### src/oad_pkg.sv
// Shared types and constants for the operand address decoder, plus its address adder.
package oad_pkg;

   // Addressing-form field codes.
   localparam logic [1:0] FORM_NO_DISP = 2'b00;
   localparam logic [1:0] FORM_DISP8   = 2'b01;
   localparam logic [1:0] FORM_DISP16  = 2'b10;
   localparam logic [1:0] FORM_REG     = 2'b11;

   // Register-select codes with a special meaning.
   localparam logic [2:0] RM_PTR_SRC = 3'h2;
   localparam logic [2:0] RM_PTR_DST = 3'h3;
   localparam logic [2:0] RM_BASE_PT = 3'h6;

   // Prefix and opcode patterns.
   localparam logic [2:0] SEG_PFX_HI  = 3'h1;
   localparam logic [2:0] SEG_PFX_LO  = 3'h6;
   localparam logic [7:0] OPC_PROT    = 8'h0F;
   localparam logic [7:0] SEC_DESC    = 8'h01;
   localparam logic [7:0] SEC_MODRM_MAX = 8'h03;

   // Field positions inside the addressing byte.
   localparam int FORM_POS = 6;
   localparam int OP2_POS  = 3;
   localparam int RM_POS   = 0;

   // Reset values.
   localparam logic [15:0] ZERO_WORD = 16'h0000;
   localparam logic [7:0]  ZERO_BYTE = 8'h00;

   // Immediate kinds.
   localparam logic [1:0] IMM_NONE = 2'h0;
   localparam logic [1:0] IMM_BYTE = 2'h1;
   localparam logic [1:0] IMM_WORD = 2'h2;
   localparam logic [1:0] IMM_SEXT = 2'h3;

   typedef enum logic [4:0] {
      acc_word   = 5'h00, count_word = 5'h01, data_word = 5'h02, base_word = 5'h03,
      stack_ptr  = 5'h04, base_ptr   = 5'h05, src_index = 5'h06, dst_index = 5'h07,
      acc_lo     = 5'h08, count_lo   = 5'h09, data_lo   = 5'h0A, base_lo   = 5'h0B,
      acc_hi     = 5'h0C, count_hi   = 5'h0D, data_hi   = 5'h0E, base_hi   = 5'h0F
   } oad_reg_t;

   typedef enum logic [1:0] {
      extra_seg = 2'h0, code_seg = 2'h1, stack_seg = 2'h2, data_seg = 2'h3
   } oad_seg_t;

   // Current address register values from the register file.
   typedef struct packed {
      logic [15:0] base_word;
      logic [15:0] base_ptr;
      logic [15:0] src_index;
      logic [15:0] dst_index;
   } oad_regs_t;

   // One decoded instruction as handed to the execution and address units.
   typedef struct packed {
      logic [7:0]  opcode;
      logic [7:0]  secondary;
      logic        protected_mode;
      logic        desc_table;
      logic        has_modrm;
      logic [1:0]  form;
      logic [2:0]  operand_two;
      logic [2:0]  reg_select;
      logic [2:0]  ext_op;
      oad_reg_t    reg_operand;
      logic        mem_access;
      oad_reg_t    rm_operand;
      logic [15:0] displacement;
      logic [15:0] operand_address;
      oad_seg_t    mem_seg;
      oad_seg_t    string_dst_seg;
      logic        seg_override;
      logic [1:0]  imm_kind;
      logic [15:0] immediate;
   } oad_result_t;

endpackage

`timescale 1ns/10ps
// Effective address adder: base plus index plus displacement, by addressing form.
module oad_addr_calc (
   input  wire logic [1:0]        form,
   input  wire logic [2:0]        reg_select,
   input  wire logic [15:0]       displacement,
   input  oad_pkg::oad_regs_t     regs,
   output logic [15:0]            address,
   output logic                   uses_base_ptr
);
   import oad_pkg::*;

   logic        direct;
   logic [15:0] base;
   logic [15:0] index;

   // The direct form has no base at all; the displacement is the address.
   assign direct = (form == FORM_NO_DISP) && (reg_select == RM_BASE_PT);  // [RULE9]

   // Base term per register-select code.
   assign base = (reg_select[2:1] == 2'h0)          ? regs.base_word :    // [RULE6]
                 (reg_select[2:1] == 2'h1)          ? regs.base_ptr  :    // [RULE6]
                 (reg_select == 3'h7)               ? regs.base_word :    // [RULE7]
                 (reg_select == RM_BASE_PT && !direct) ? regs.base_ptr :  // [RULE8]
                 ZERO_WORD;

   // Index term: source index on even codes, destination index on odd, for codes 0..5.
   assign index = (reg_select[2:1] == 2'h3) ? ZERO_WORD :
                  reg_select[0] ? regs.dst_index : regs.src_index;        // [RULE6] [RULE7]

   assign address = base + index + displacement;
   assign uses_base_ptr = (reg_select == RM_PTR_SRC) || (reg_select == RM_PTR_DST) ||
                          ((reg_select == RM_BASE_PT) && !direct);
endmodule

### src/oad_decoder.sv
// Operand address decoder: parses prefix, opcode, addressing byte, displacement and immediate.
//
// Behaviour
// [RULE1] Addressing byte follows opcode; split three fields.
// [RULE2] Form 11: register operand, no memory access.
// [RULE3] Form 00: zero displacement, no displacement bytes.
// [RULE4] Form 01: one byte, sign-extended displacement.
// [RULE5] Form 10: two bytes, low then high.
// [RULE6] Codes 000-011: base plus index plus displacement.
// [RULE7] Codes 100,101,111: single register plus displacement.
// [RULE8] Code 110, nonzero form: base_ptr plus displacement.
// [RULE9] Form 00 code 110: two-byte direct address.
// [RULE10] Displacement precedes any immediate data bytes.
// [RULE11] Prefix 001ss110 selects segment override.
// [RULE12] Size flag picks word or byte register.
// [RULE13] base_ptr addressing defaults to stack_seg.
// [RULE14] String destination always extra_seg, no override.
// [RULE15] Byte after protected escape is secondary opcode.
// [RULE16] Sign-extending immediate: one byte widened.
// [RULE17] Group opcodes use operand-two as extension.
// [RULE18] Descriptor table group: 0F, 01, addressing byte.
`timescale 1ns/10ps
module oad_decoder (
   input  wire logic             clock,
   input  wire logic             rstn,
   input  wire logic             byte_valid,
   input  wire logic [7:0]       byte_data,
   output logic                  byte_ready,
   input  oad_pkg::oad_regs_t    regs,
   output logic                  out_valid,
   input  wire logic             out_ready,
   output oad_pkg::oad_result_t  result
);
   import oad_pkg::*;

   typedef enum logic [2:0] {
      ST_OPC     = 3'h0,
      ST_SEC     = 3'h1,
      ST_MODRM   = 3'h2,
      ST_DISP_LO = 3'h3,
      ST_DISP_HI = 3'h4,
      ST_IMM_LO  = 3'h5,
      ST_IMM_HI  = 3'h6,
      ST_CALC    = 3'h7
   } oad_state_t;

   // One extra flag marks the hand-over cycle so the state code stays three bits.
   oad_state_t  state_reg;
   oad_state_t  state_next;
   logic        done_reg;
   logic [7:0]  opcode_reg;
   logic [7:0]  sec_reg;
   logic        prot_reg;
   logic [7:0]  modrm_reg;
   logic        has_modrm_reg;
   logic [15:0] disp_reg;
   logic [15:0] imm_reg;
   logic [1:0]  imm_kind_reg;
   oad_seg_t    ovr_seg_reg;
   logic        ovr_valid_reg;
   oad_result_t result_reg;

   // Maps a 3-bit operand field and the size flag onto a register name.
   function automatic oad_reg_t reg_decode(input logic [2:0] field, input logic word);
      reg_decode = oad_reg_t'({1'b0, ~word, field});             // [RULE12]
   endfunction

   // True for one-byte opcodes that carry an addressing byte.
   function automatic logic needs_modrm(input logic [7:0] op);
      needs_modrm = ((op[7:6] == 2'h0) && (op[2] == 1'b0)) ||
                    (op == 8'h62) || (op == 8'h63) || (op == 8'h69) || (op == 8'h6B) ||
                    (op[7:4] == 4'h8) || (op[7:1] == 7'h60) || (op[7:2] == 6'h31) ||
                    (op[7:3] == 5'h1B) || (op[7:1] == 7'h7B) || (op[7:1] == 7'h7F) ||
                    (op == 8'hC4) || (op == 8'hC5) || (op[7:1] == 7'h63);
   endfunction

   // Immediate size that an opcode carries; ext is the operand-two field when known.
   function automatic logic [1:0] imm_kind_of(input logic [7:0] op, input logic [2:0] ext);
      if ((op[7:6] == 2'h0) && (op[2:1] == 2'h2)) begin
         imm_kind_of = op[0] ? IMM_WORD : IMM_BYTE;
      end else if ((op == 8'h80) || (op == 8'h82) || (op == 8'hC6) || (op[7:1] == 7'h60)) begin
         imm_kind_of = IMM_BYTE;
      end else if ((op == 8'h81) || (op == 8'hC7) || (op == 8'h69) || (op == 8'h68)) begin
         imm_kind_of = IMM_WORD;
      end else if ((op == 8'h83) || (op == 8'h6B) || (op == 8'h6A)) begin
         imm_kind_of = IMM_SEXT;                                  // [RULE16]
      end else if ((op == 8'hA8) || (op[7:3] == 5'h16)) begin
         imm_kind_of = IMM_BYTE;
      end else if ((op == 8'hA9) || (op[7:3] == 5'h17)) begin
         imm_kind_of = IMM_WORD;
      end else if ((op[7:1] == 7'h7B) && (ext == 3'h0)) begin
         imm_kind_of = op[0] ? IMM_WORD : IMM_BYTE;
      end else begin
         imm_kind_of = IMM_NONE;
      end
   endfunction

   // Handshake and byte decode.
   logic       take;
   logic       is_seg_pfx;
   logic [1:0] form_in;
   logic [2:0] rm_in;
   logic [1:0] disp_len_in;
   logic [1:0] imm_after_op;
   logic [1:0] imm_after_modrm;
   logic [1:0] imm_pending;

   assign byte_ready = !done_reg && (state_reg != ST_CALC);
   assign take = byte_valid && byte_ready;
   assign is_seg_pfx = (byte_data[7:5] == SEG_PFX_HI) && (byte_data[2:0] == SEG_PFX_LO);  // [RULE11]
   assign form_in = byte_data[FORM_POS +: 2];                   // [RULE1]
   assign rm_in = byte_data[RM_POS +: 3];                       // [RULE1]

   // Displacement byte count taken from the addressing byte as it arrives.
   assign disp_len_in = (form_in == FORM_DISP8)  ? 2'h1 :       // [RULE4]
                        (form_in == FORM_DISP16) ? 2'h2 :       // [RULE5]
                        ((form_in == FORM_NO_DISP) && (rm_in == RM_BASE_PT)) ? 2'h2 :  // [RULE9]
                        2'h0;                                   // [RULE2] [RULE3]

   assign imm_after_op = imm_kind_of(byte_data, 3'h0);
   assign imm_after_modrm = prot_reg ? IMM_NONE : imm_kind_of(opcode_reg, byte_data[OP2_POS +: 3]);
   assign imm_pending = imm_kind_reg;

   // Next-state logic over the instruction byte stream.
   always_comb begin
      state_next = state_reg;
      case (state_reg)
         ST_OPC: begin
            if (take && !is_seg_pfx) begin
               if (byte_data == OPC_PROT) begin
                  state_next = ST_SEC;                          // [RULE15]
               end else if (needs_modrm(byte_data)) begin
                  state_next = ST_MODRM;                        // [RULE1]
               end else if (imm_after_op != IMM_NONE) begin
                  state_next = ST_IMM_LO;
               end else begin
                  state_next = ST_CALC;
               end
            end
         end
         ST_SEC: begin
            if (take) begin
               state_next = (byte_data <= SEC_MODRM_MAX) ? ST_MODRM : ST_CALC;   // [RULE18]
            end
         end
         ST_MODRM: begin
            if (take) begin
               if (disp_len_in != 2'h0) begin
                  state_next = ST_DISP_LO;                      // [RULE10]
               end else if (imm_after_modrm != IMM_NONE) begin
                  state_next = ST_IMM_LO;
               end else begin
                  state_next = ST_CALC;
               end
            end
         end
         ST_DISP_LO: begin
            if (take) begin
               if ((modrm_reg[FORM_POS +: 2] != FORM_DISP8)) begin
                  state_next = ST_DISP_HI;                      // [RULE5] [RULE9]
               end else if (imm_pending != IMM_NONE) begin
                  state_next = ST_IMM_LO;                       // [RULE10]
               end else begin
                  state_next = ST_CALC;
               end
            end
         end
         ST_DISP_HI: begin
            if (take) begin
               state_next = (imm_pending != IMM_NONE) ? ST_IMM_LO : ST_CALC;   // [RULE10]
            end
         end
         ST_IMM_LO: begin
            if (take) begin
               state_next = (imm_pending == IMM_WORD) ? ST_IMM_HI : ST_CALC;   // [RULE16]
            end
         end
         ST_IMM_HI: begin
            if (take) begin
               state_next = ST_CALC;
            end
         end
         ST_CALC: begin
            state_next = ST_OPC;
         end
         default: begin
            state_next = ST_OPC;
         end
      endcase
   end

   // State register.
   always_ff @(posedge clock or negedge rstn) begin
      if (!rstn) begin
         state_reg <= ST_OPC;
      end else if (!done_reg) begin
         state_reg <= state_next;
      end
   end

   // Output valid holds from the calculation until the consumer takes it.
   always_ff @(posedge clock or negedge rstn) begin
      if (!rstn) begin
         done_reg <= 1'b0;
      end else if (state_reg == ST_CALC) begin
         done_reg <= 1'b1;
      end else if (out_ready) begin
         done_reg <= 1'b0;
      end
   end

   // Segment override prefix capture; it lives until the instruction is handed over.
   always_ff @(posedge clock or negedge rstn) begin
      if (!rstn) begin
         ovr_valid_reg <= 1'b0;
         ovr_seg_reg   <= data_seg;
      end else if (take && (state_reg == ST_OPC) && is_seg_pfx) begin
         ovr_valid_reg <= 1'b1;                                 // [RULE11]
         ovr_seg_reg   <= oad_seg_t'(byte_data[4:3]);           // [RULE11]
      end else if (done_reg && out_ready) begin
         ovr_valid_reg <= 1'b0;
      end
   end

   // Opcode, secondary opcode and addressing byte capture.
   always_ff @(posedge clock or negedge rstn) begin
      if (!rstn) begin
         opcode_reg    <= ZERO_BYTE;
         sec_reg       <= ZERO_BYTE;
         prot_reg      <= 1'b0;
         modrm_reg     <= ZERO_BYTE;
         has_modrm_reg <= 1'b0;
         imm_kind_reg  <= IMM_NONE;
      end else if (take) begin
         if ((state_reg == ST_OPC) && !is_seg_pfx) begin
            opcode_reg    <= byte_data;
            sec_reg       <= ZERO_BYTE;
            prot_reg      <= (byte_data == OPC_PROT);           // [RULE15]
            modrm_reg     <= ZERO_BYTE;
            has_modrm_reg <= 1'b0;
            imm_kind_reg  <= imm_after_op;
         end else if (state_reg == ST_SEC) begin
            sec_reg <= byte_data;                               // [RULE15]
         end else if (state_reg == ST_MODRM) begin
            modrm_reg     <= byte_data;                         // [RULE1]
            has_modrm_reg <= 1'b1;
            imm_kind_reg  <= imm_after_modrm;
         end
      end
   end

   // Displacement and immediate assembly, low byte first.
   always_ff @(posedge clock or negedge rstn) begin
      if (!rstn) begin
         disp_reg <= ZERO_WORD;
         imm_reg  <= ZERO_WORD;
      end else if (take) begin
         if (state_reg == ST_OPC) begin
            disp_reg <= ZERO_WORD;                              // [RULE3]
            imm_reg  <= ZERO_WORD;
         end else if (state_reg == ST_DISP_LO) begin
            disp_reg <= {{8{byte_data[7]}}, byte_data};         // [RULE4]
         end else if (state_reg == ST_DISP_HI) begin
            disp_reg[15:8] <= byte_data;                        // [RULE5] [RULE9]
         end else if (state_reg == ST_IMM_LO) begin
            imm_reg <= (imm_pending == IMM_SEXT) ? {{8{byte_data[7]}}, byte_data} :  // [RULE16]
                       {8'h00, byte_data};
         end else if (state_reg == ST_IMM_HI) begin
            imm_reg[15:8] <= byte_data;
         end
      end
   end

   // Field split and address arithmetic on the captured bytes.
   logic [1:0]  form_w;
   logic [2:0]  op2_w;
   logic [2:0]  rm_w;
   logic        word_w;
   logic        reg_form_w;
   logic [15:0] address_w;
   logic        uses_ptr_w;
   logic        string_op_w;
   oad_seg_t    mem_seg_w;

   assign form_w = modrm_reg[FORM_POS +: 2];                    // [RULE1]
   assign op2_w  = modrm_reg[OP2_POS +: 3];                     // [RULE1] [RULE17]
   assign rm_w   = modrm_reg[RM_POS +: 3];                      // [RULE1]
   assign word_w = prot_reg ? 1'b1 : opcode_reg[0];
   assign reg_form_w = has_modrm_reg && (form_w == FORM_REG);   // [RULE2]

   oad_addr_calc oad_addr_calc_inst (
      .form          (form_w),
      .reg_select    (rm_w),
      .displacement  (disp_reg),
      .regs          (regs),
      .address       (address_w),
      .uses_base_ptr (uses_ptr_w)
   );

   // String primitives whose destination goes through dst_index.
   assign string_op_w = !prot_reg && ((opcode_reg[7:4] == 4'hA) && (opcode_reg[3:0] >= 4'h4) &&
                        (opcode_reg[3:1] != 3'h4) && (opcode_reg[3:1] != 3'h6) ||
                        (opcode_reg[7:1] == 7'h36));

   // An override wins over the defaults; base_ptr forms fall back to the stack segment.
   assign mem_seg_w = ovr_valid_reg ? ovr_seg_reg :
                      uses_ptr_w    ? stack_seg : data_seg;     // [RULE13]

   // Result capture in the calculation cycle; data outputs come from this register.
   always_ff @(posedge clock or negedge rstn) begin
      if (!rstn) begin
         result_reg <= '0;
      end else if (state_reg == ST_CALC) begin
         result_reg.opcode          <= opcode_reg;
         result_reg.secondary       <= sec_reg;
         result_reg.protected_mode  <= prot_reg;                // [RULE15]
         result_reg.desc_table      <= prot_reg && (sec_reg == SEC_DESC);   // [RULE18]
         result_reg.has_modrm       <= has_modrm_reg;
         result_reg.form            <= form_w;
         result_reg.operand_two     <= op2_w;
         result_reg.reg_select      <= rm_w;
         result_reg.ext_op          <= op2_w;                   // [RULE17]
         result_reg.reg_operand     <= reg_decode(op2_w, word_w);   // [RULE12]
         result_reg.mem_access      <= has_modrm_reg && !reg_form_w;  // [RULE2]
         result_reg.rm_operand      <= reg_decode(rm_w, word_w);    // [RULE2] [RULE12]
         result_reg.displacement    <= disp_reg;
         result_reg.operand_address <= reg_form_w ? ZERO_WORD : address_w;
         result_reg.mem_seg         <= mem_seg_w;
         result_reg.string_dst_seg  <= extra_seg;               // [RULE14]
         result_reg.seg_override    <= ovr_valid_reg;
         result_reg.imm_kind        <= imm_kind_reg;
         result_reg.immediate       <= imm_reg;
      end
   end

   // The string flag only affects which segment the consumer must pair with dst_index.
   logic string_dst_reg;

   always_ff @(posedge clock or negedge rstn) begin
      if (!rstn) begin
         string_dst_reg <= 1'b0;
      end else if (state_reg == ST_CALC) begin
         string_dst_reg <= string_op_w;                         // [RULE14]
      end
   end

   // For string destinations the override is masked so nobody can apply it there.
   always_comb begin
      result = result_reg;
      if (string_dst_reg) begin
         result.string_dst_seg = extra_seg;                     // [RULE14]
      end
   end

   assign out_valid = done_reg;
endmodule

### config.mk
export PLATFORM = sky130hd
export DESIGN_NAME = oad_decoder
export DESIGN_NICKNAME = d
export VERILOG_FILES = /design/src/oad_pkg.sv /design/src/oad_decoder.sv
export SDC_FILE = /design/constraint.sdc
export NUM_CORES = 1
export LEC_CHECK = 0
export ABC_AREA = 1
export ABC_CLOCK_PERIOD_IN_PS = 4350
export BUFFER_PORTS_ARGS = -buffer_cell sky130_fd_sc_hd__buf_4
export CORE_MARGIN = 5
export CORE_UTILIZATION = 30
export DETAILED_ROUTE_END_ITERATION = 16
export SYNTH_ARGS = -nofsm -noshare
export SYNTH_HDL_FRONTEND = slang
export SYNTH_SLANG_ARGS = --single-unit
### constraint.sdc
create_clock -name clock -period 4.35 [get_ports clock]
set_input_delay 0.2175 -clock clock [delete_from_list [all_inputs] [get_ports clock]]
set_output_delay 0.2175 -clock clock [all_outputs]
set_load 0.02 [all_outputs]
==> summary.md, run 1 <==
| Metric | Value |
|---|---|
| Status | `complete, no violations` |
| Max reg flops | `82` |
| Htree depth | `4` |
| Pleak | `5.15 nW` |
| Fin crit share | `0.816` |
| Slew margin rel. | `0.406` |
| Die area | `0.0308 mm²` |
| Synthesized area | `0.00823 mm²` |
| Detailed Place HPWL | `19.5 mm` |
| Slowest CP cell | `fa_1` |
| Pin count of the biggest net entering global routing | `93` |
| Top_reg_cell synth | `dfrtp_1` |
| Clock skew | `0.0123 ns` |
| Finished Layout Cells | `1,524` |
| Remaining antenna violation count | `0` |
| Final hold violations | `0` |
| Synth async-reset ratio | `1.00` |
| Register clock-pin slew on the reported worst setup and hold paths | `0.06 ns` |
| Crit path top cell by count | `nand2_1` |
| First-pass GRT wire length | `40.4 mm` |
| CTS tree | `yes` |
| Delay-heaviest family, CP | `adder cells` |
| Routed WL per cell | `16.8 µm` |
| WP buf/inv | `6` |
| Nets@finish | `1,277` |
| Clock Latency Late Sink | `0.43 ns` |
| DP Cell Count | `1,491` |
| WL final | `25.7 mm` |
| Arrival time worst endpoint | `3.86 ns` |
| Num ports | `174` |
| Clock buffer depth | `2` |
| Setup TNS | `0 ns` |
| Pwr Density | `903 mW/mm²` |
| Peak Freq | `282 MHz` |
| Clock sinks | `149` |
| Via Count | `7,312` |
| Vias in the first global route | `7,421` |
| Drc violations | `0` |
| Critical Path RT | `4.66 ns` |
| Pins Over Slew Limit | `0` |
| Mapped Cells | `1,018` |
| Seq/Total Area, Yosys | `0.453` |
| Drt pass-1 iters | `6` |
| TritonCTS Buffers | `17` |
| Hold/Removal Path Class | `input pin to flip-flop` |
| CP max FO | `16` |
| Setup crit end kind | `flip-flop` |
| Critical-path cell list | `nand2_1 > o21ai_1 > buf_4 > a32o_1 > inv_1 > fa_1 > inv_1 > ha_1 > inv_1 > fa_1 > inv_1 > nand2_1 > nand2_1 > nand2_1 > nand2_1 > a21oi_1 > o21ai_0 > a21oi_1 > inv_1 > nand2_1 > nand3_1 > nand2_1` |
| Yosys reg bits | `149` |
| Syn avg cell area | `8.08 µm²` |
| Total GRT Usage | `0.165` |
| Post-CTS Setup Bufs | `0` |
| Final Critical Period | `3.55 ns` |
| Library cells used by synthesis | `55` |
| Setup slack, reg-to-reg | `0.80 ns` |
| Area leader, netlist | `dfrtp_1` |
| Max-cap viol count | `0` |
| Die X-Extent | `176 µm` |
| RD Place Congestion | `0.908` |
| EDFF count, synth | `0` |
| Layout cells sized above 1 | `0.221` |
| Top cell type's share of synthesized area | `0.447` |
| Overflow after GRT | `0` |
| CP startpoint kind | `flip-flop` |
| Initial Utilization | `0.305` |
| Ant diodes | `0` |
| Root Driver | `clkbuf_16` |
| Peak VDD IR | `0.325 mV` |
| RSZ-0062 raised after global routing | `false` |
| Finish-stage setup viols | `0` |
| Crit Path Class | `flip-flop to flip-flop` |
| Top cells by area, synth | `dfrtp_1 (45%), nand2_1 (11%), o21ai_0 (8.3%), inv_1 (4.9%), nor2_1 (4.4%)` |
| Core box area | `0.0270 mm²` |
| Initial antenna violation count | `0` |
| CP max stage delay | `0.44 ns` |
| Measured slew at the worst slew-check pin | `0.891 ns` |
| FP Rows | `60` |
| Syn. warnings | `0` |
| Initial DRC Count | `611` |
| Area growth from synthesis to layout | `25.8%` |
| Die Y | `176 µm` |
| Avg Vias per Cell | `4.80` |
| PortBufs | `169` |
==> what timing repair did <==
| item | CTS | global route |
|---|---|---|
| hold buffers | 2 | 0 |
| endpoints found under the hold margin | 78 | 0 |
| gates resized for setup | 0 | 0 |
==> power breakdown <==
group	internal (mW)	leakage (nW)	switching, mW
sequential	2.03	1.84	0.478
combinational	1.96	3.02	3.33
clock	0.929	0.287	0.603
==> cell type report <==
type                    instances  area, µm²
clock buffers                  19        453
clock inverters                12        153
fillers                      2770      16600
inverters                     123        469
multi-input cells             700       3760
flip-flops and latches        149       3730
well taps                     341        427
repair buffers                180       1360
==> final timing paths <==
kind,from,end,cells past startpoint
max,modrm_reg[1]$_DFFE_PN0P_,result[34]$_DFFE_PN0P_,22
min,byte_data[6],disp_reg[14]$_DFFE_PN0P_,3
max reg2reg,modrm_reg[1]$_DFFE_PN0P_,result[34]$_DFFE_PN0P_,22
min reg2reg,prot_reg$_DFFE_PN0P_,result[58]$_DFFE_PN0P_,1
max in group asynchronous,rstn,imm_reg[13]$_DFFE_PN0P_,3
min in group asynchronous,rstn,result[51]$_DFFE_PN0P_,2
==> cell families (layout without fill, tap and decap cells) <==
logic type / Yosys count / in the layout / synth area share
xor+xnor: 3 / 3 / 0.00319
fa+ha+maj: 30 / 30 / 0.0602
simple gates: 441 / 441 / 0.231
compound gates: 221 / 221 / 0.158
mux: 1 / 1 / 0.00137
buf+inv: 172 / 334 / 0.0920
other cells: 1 / 4 / 0.000456
flops: 149 / 149 / 0.453
==> per-layer routing <==
layer,vias to the layer above,routed length (µm),GRT usage
met2,205,12400,0.278
met3,31,1810,0.0422
met5,-,0,0
li1,3602,-,-
met4,0,410,0.0455
met1,3474,11100,0.211
==> synthesized netlist by cell type, types with 4 or more instances <==
cell and n:
or2_2 4, o21ai_0 137, nor3_1 8, ha_1 14, a21oi_1 16, o21ai_2 7
inv_2 13, nand3_1 47, nand4_1 7, a32o_1 19, clkbuf_1 15, buf_2 7
buf_1 5, o211ai_1 8, dfrtp_1 147, buf_4 17, nor2_2 4, buf_6 4
nand2_2 6, fa_1 16, o21ai_1 16, nor2_1 97, inv_1 107, nand2_1 252
nor2_4 4
==> through the flow <==
stage / hold WS (ns) / worst slack [ns] / utilization / power (mW) / instance area [µm²]
after floorplan: -0.0781 / 1.15 / - / 6.11 / 8240
after global placement: 0.337 / 0.842 / 0.361 / 7.75 / 9730
after detailed placement: 0.325 / 0.816 / 0.361 / 7.85 / 9730
after CTS: 0.140 / 0.798 / 0.384 / 9.43 / 10400
after global routing: 0.159 / 0.525 / 0.384 / 10.2 / 10400
final: 0.152 / 0.799 / 0.384 / 9.34 / 10400
==> tightest hold or removal path, stage by stage <==
cell and delay (ns):
buf_4 0.13, o211ai_1 0.11, o21ai_0 0.08
==> placed cells by master, fill, tap and decap left out, types with 17 or more instances in the layout <==
cell type / synthesis / layout
a32o_1: 19 / 19
buf_4: 17 / 177
clkbuf_16: 0 / 17
dfrtp_1: 147 / 147
inv_1: 107 / 107
nand2_1: 252 / 252
nand3_1: 47 / 47
nor2_1: 97 / 97
o21ai_0: 137 / 137
No activity file was read; power rests on OpenSTA's default activity.
==> run 2: changes to the inputs <==
--- a/config.mk
+++ b/config.mk
@@ -6,7 +6,7 @@
 export NUM_CORES = 1
 export LEC_CHECK = 0
 export ABC_AREA = 1
-export ABC_CLOCK_PERIOD_IN_PS = 4350
+export ABC_CLOCK_PERIOD_IN_PS = 3600
 export BUFFER_PORTS_ARGS = -buffer_cell sky130_fd_sc_hd__buf_4
 export CORE_MARGIN = 5
 export CORE_UTILIZATION = 30
==> constraint.sdc (replaced) <==
create_clock -name clock -period 3.6 [get_ports clock]
set_input_delay 0.18 -clock clock [delete_from_list [all_inputs] [get_ports clock]]
set_output_delay 0.18 -clock clock [all_outputs]
set_load 0.02 [all_outputs]
==> run 2 against run 1 <==
Compared with the run above:
- maximum frequency is 8.9% higher
- sequential cell count is the same
- cell count up 0.26%
- die area unchanged
- critical path type unchanged
- highest routed layer unchanged
==> summary.md, run 2 (synthesis gave the netlist of run 1 again) <==
| Metric | Value |
|---|---|
| Ant diodes | `0 (unchanged)` |
| Nets@finish | `1,281 (+0.31%)` |
| CP max FO | `5 (-11)` |
| Delay-heaviest family, CP | `adder cells` |
| Final hold violations | `0 (unchanged)` |
| Htree depth | `4 (unchanged)` |
| Critical-path cell list | `o21ai_0 > nand2_1 > a32o_1 > inv_1 > fa_1 > inv_1 > ha_1 > inv_1 > fa_1 > inv_1 > nand2_1 > nand2_1 > nand2_1 > nand2_1 > a21oi_1 > o21ai_1 > a21oi_1 > inv_1 > nand2_1 > nand3_1 > nand2_1` |
| CP startpoint kind | `flip-flop` |
| Cell count along the critical path | `21 (-4.5%)` |
| Max reg flops | `82 (unchanged)` |
| Core box area | `0.0270 mm² (unchanged)` |
| Worst setup path end | `result[34]$_DFFE_PN0P_` |
| Num ports | `174 (unchanged)` |
| Register clock-pin slew on the reported worst setup and hold paths | `0.06 ns (about the same)` |
| Die area | `0.0308 mm² (unchanged)` |
| Clock sinks | `149 (unchanged)` |
| CP Launch Point | `modrm_reg[6]$_DFFE_PN0P_` |
| Total power | `11.2 mW (+20%)` |
| Pin count of the biggest net entering global routing | `89 (-4.3%)` |
| Drt pass-1 iters | `5 (-1)` |
| Total GRT Usage | `0.167 (+0.00187)` |
| CP max stage delay | `0.42 ns (-0.02 ns)` |
| Post-Place Worst Slack | `0.261 ns (-0.555 ns)` |
| Slew margin rel. | `0.435 (+0.0287)` |
| Die Y | `176 µm (unchanged)` |
| Area growth from synthesis to layout | `25.6%` |
| Initial Utilization | `0.305 (unchanged)` |
| TritonCTS Buffers | `17 (unchanged)` |
| Root Driver | `clkbuf_16` |
| Grt met3 use | `0.0452 (+0.00301)` |
| Final Critical Period | `3.26 ns (-0.290 ns)` |
| Via Count | `7,378 (+0.90%)` |
| Pleak | `5.14 nW (about the same)` |
| Slowest CP cell | `dfrtp_1` |
| RD Place Congestion | `0.907 (about the same)` |
| Drc violations | `0 (unchanged)` |
| Peak VDD IR | `0.406 mV (+25%)` |
| Post-CTS Setup Bufs | `0 (unchanged)` |
| Commonest cells after routing, fill and taps aside | `nand2_1 (252), buf_4 (181), dfrtp_1 (147)` |
| Max-cap viol count | `0 (unchanged)` |
| Fin crit share | `0.906 (+0.0897)` |
| Hold Slack | `0.118 ns (-0.0340 ns)` |
| Overflow after GRT | `0 (unchanged)` |
| Crit path top cell by count | `nand2_1` |
| Clock skew | `0.0155 ns (+0.00314 ns)` |
| R2r startpoint | `modrm_reg[6]$_DFFE_PN0P_` |
| Layout Utilization | `0.383 (-0.000650)` |
| Setup slack, reg-to-reg | `0.34 ns (-0.46 ns)` |
| First-pass GRT wire length | `40.8 mm (+0.78%)` |
| Setup crit end kind | `flip-flop` |
| Reg-to-Reg End | `result[34]$_DFFE_PN0P_` |
| Avg Vias per Cell | `4.83 (+0.64%)` |
| Vias in the first global route | `7,321 (-1.3%)` |
| Measured slew at the worst slew-check pin | `0.848 ns (-0.0431 ns)` |
| Finish-stage setup viols | `0 (unchanged)` |
| Number of cells on the worst reg-to-reg path | `21 (-4.5%)` |
| Routed WL per cell | `16.9 µm (+0.35%)` |
| Die X-Extent | `176 µm (unchanged)` |
| Most common cell after layout, fill and taps aside | `nand2_1` |
| WL final | `25.8 mm (+0.61%)` |
| Detailed Place HPWL | `19.6 mm (+0.17%)` |
| Status | `complete, no violations` |
| WP buf/inv | `5 (-1)` |
| Initial DRC Count | `585 (-4.3%)` |
| Arrival time worst endpoint | `3.57 ns (-0.29 ns)` |
| Setup TNS | `0 ns (unchanged)` |
| Filler cells | `2,767 (-0.11%)` |
| Clock Latency Late Sink | `0.43 ns (about the same)` |
| Final setup margin | `0.338 ns (-0.460 ns)` |
| Remaining antenna violation count | `0 (unchanged)` |
| Layout cells sized above 1 | `0.222 (+0.00178)` |
| GR Util met1 | `0.216 (+0.00538)` |
| Initial antenna violation count | `0 (unchanged)` |
| PortBufs | `169 (unchanged)` |
| Pins Over Slew Limit | `0 (unchanged)` |
| Hold/Removal Path Class | `input pin to flip-flop` |
| Met2 GRT Util | `0.279 (+0.000805)` |
| RSZ-0062 raised after global routing | `false` |
| Peak Freq | `307 MHz (+8.9%)` |
| Pwr Density | `1080 mW/mm² (+20%)` |
| FP Rows | `60 (unchanged)` |
| Clock buffer depth | `2 (unchanged)` |
| Critical Path RT | `3.91 ns (-0.75 ns)` |
| CTS tree | `yes` |
| Crit Path Class | `flip-flop to flip-flop` |
| Busiest grt layer | `met2` |
run 2: changes by cell type in the layout (fill, tap and decap cells not counted), sizes merged:
| cell | before | now |
|---|---|---|
| buf | 178 | 182 |
| bufinv | 3 | 1 |
| clkbuf | 19 | 20 |
| inv | 123 | 124 |
run 2: worst min path at each step:
| stage | slack [ns] | endpoint | depth (start not counted) | startpoint |
|---|---|---|---|---|
| 2_1_floorplan | -0.12 | disp_reg[0]$_DFFE_PN0P_ | 0 | rstn |
| 3_3_place_gp | 0.31 | modrm_reg[3]$_DFFE_PN0P_ | 1 | rstn |
| 3_5_place_dp | 0.31 | result[36]$_DFFE_PN0P_ | 1 | rstn |
| 4_1_cts | 0.1 | disp_reg[14]$_DFFE_PN0P_ | 3 | byte_data[6] |
| 5_1_grt | 0.12 | disp_reg[14]$_DFFE_PN0P_ | 3 | byte_data[6] |
| 6_report | 0.12 | disp_reg[14]$_DFFE_PN0P_ | 3 | byte_data[6] |
run 2: per-layer routing:
metal  up-vias  wire (µm)  part of all wire
li1       3622          -                 -
met1      3498      11100              0.43
met2       226      12500              0.48
met3        32       1900             0.073
met4         0        342             0.013
met5         -          0                 0
run 2: cell type report:
type,count,area [µm²],share of cell area
clock buffers,20,457,0.0442
clock inverters,11,101,0.00981
inverters,123,469,0.0454
multi-input cells,700,3760,0.364
flip-flops and latches,149,3730,0.361
well taps,341,427,0.0413
repair buffers,184,1390,0.135
run 2: report_power, final:
group / internal [mW] / switching [mW]
registers: 2.46 / 0.568
logic: 2.38 / 4.06
clock network: 0.986 / 0.743
run 2: worst min-delay path: cells and delay by family:
family	cells	cell delay (ns)
buffers and inverters	1	0.13
AOI/OAI and AO/OA	2	0.18
run 2: repair_timing:
action                     4_1_cts  5_1_grt
hold buffers                     2        0
gates resized for setup          0        1
hold endpoints to repair        81        0
setup endpoints to repair        0        1
run 2: through the flow:
stage | area, µm² | std cells
2_1_floorplan | 8240 | 1021
3_3_place_gp | 9760 | 1495
3_5_place_dp | 9760 | 1495
4_1_cts | 10300 | 1528
5_1_grt | 10300 | 1528
6_report | 10300 | 1528
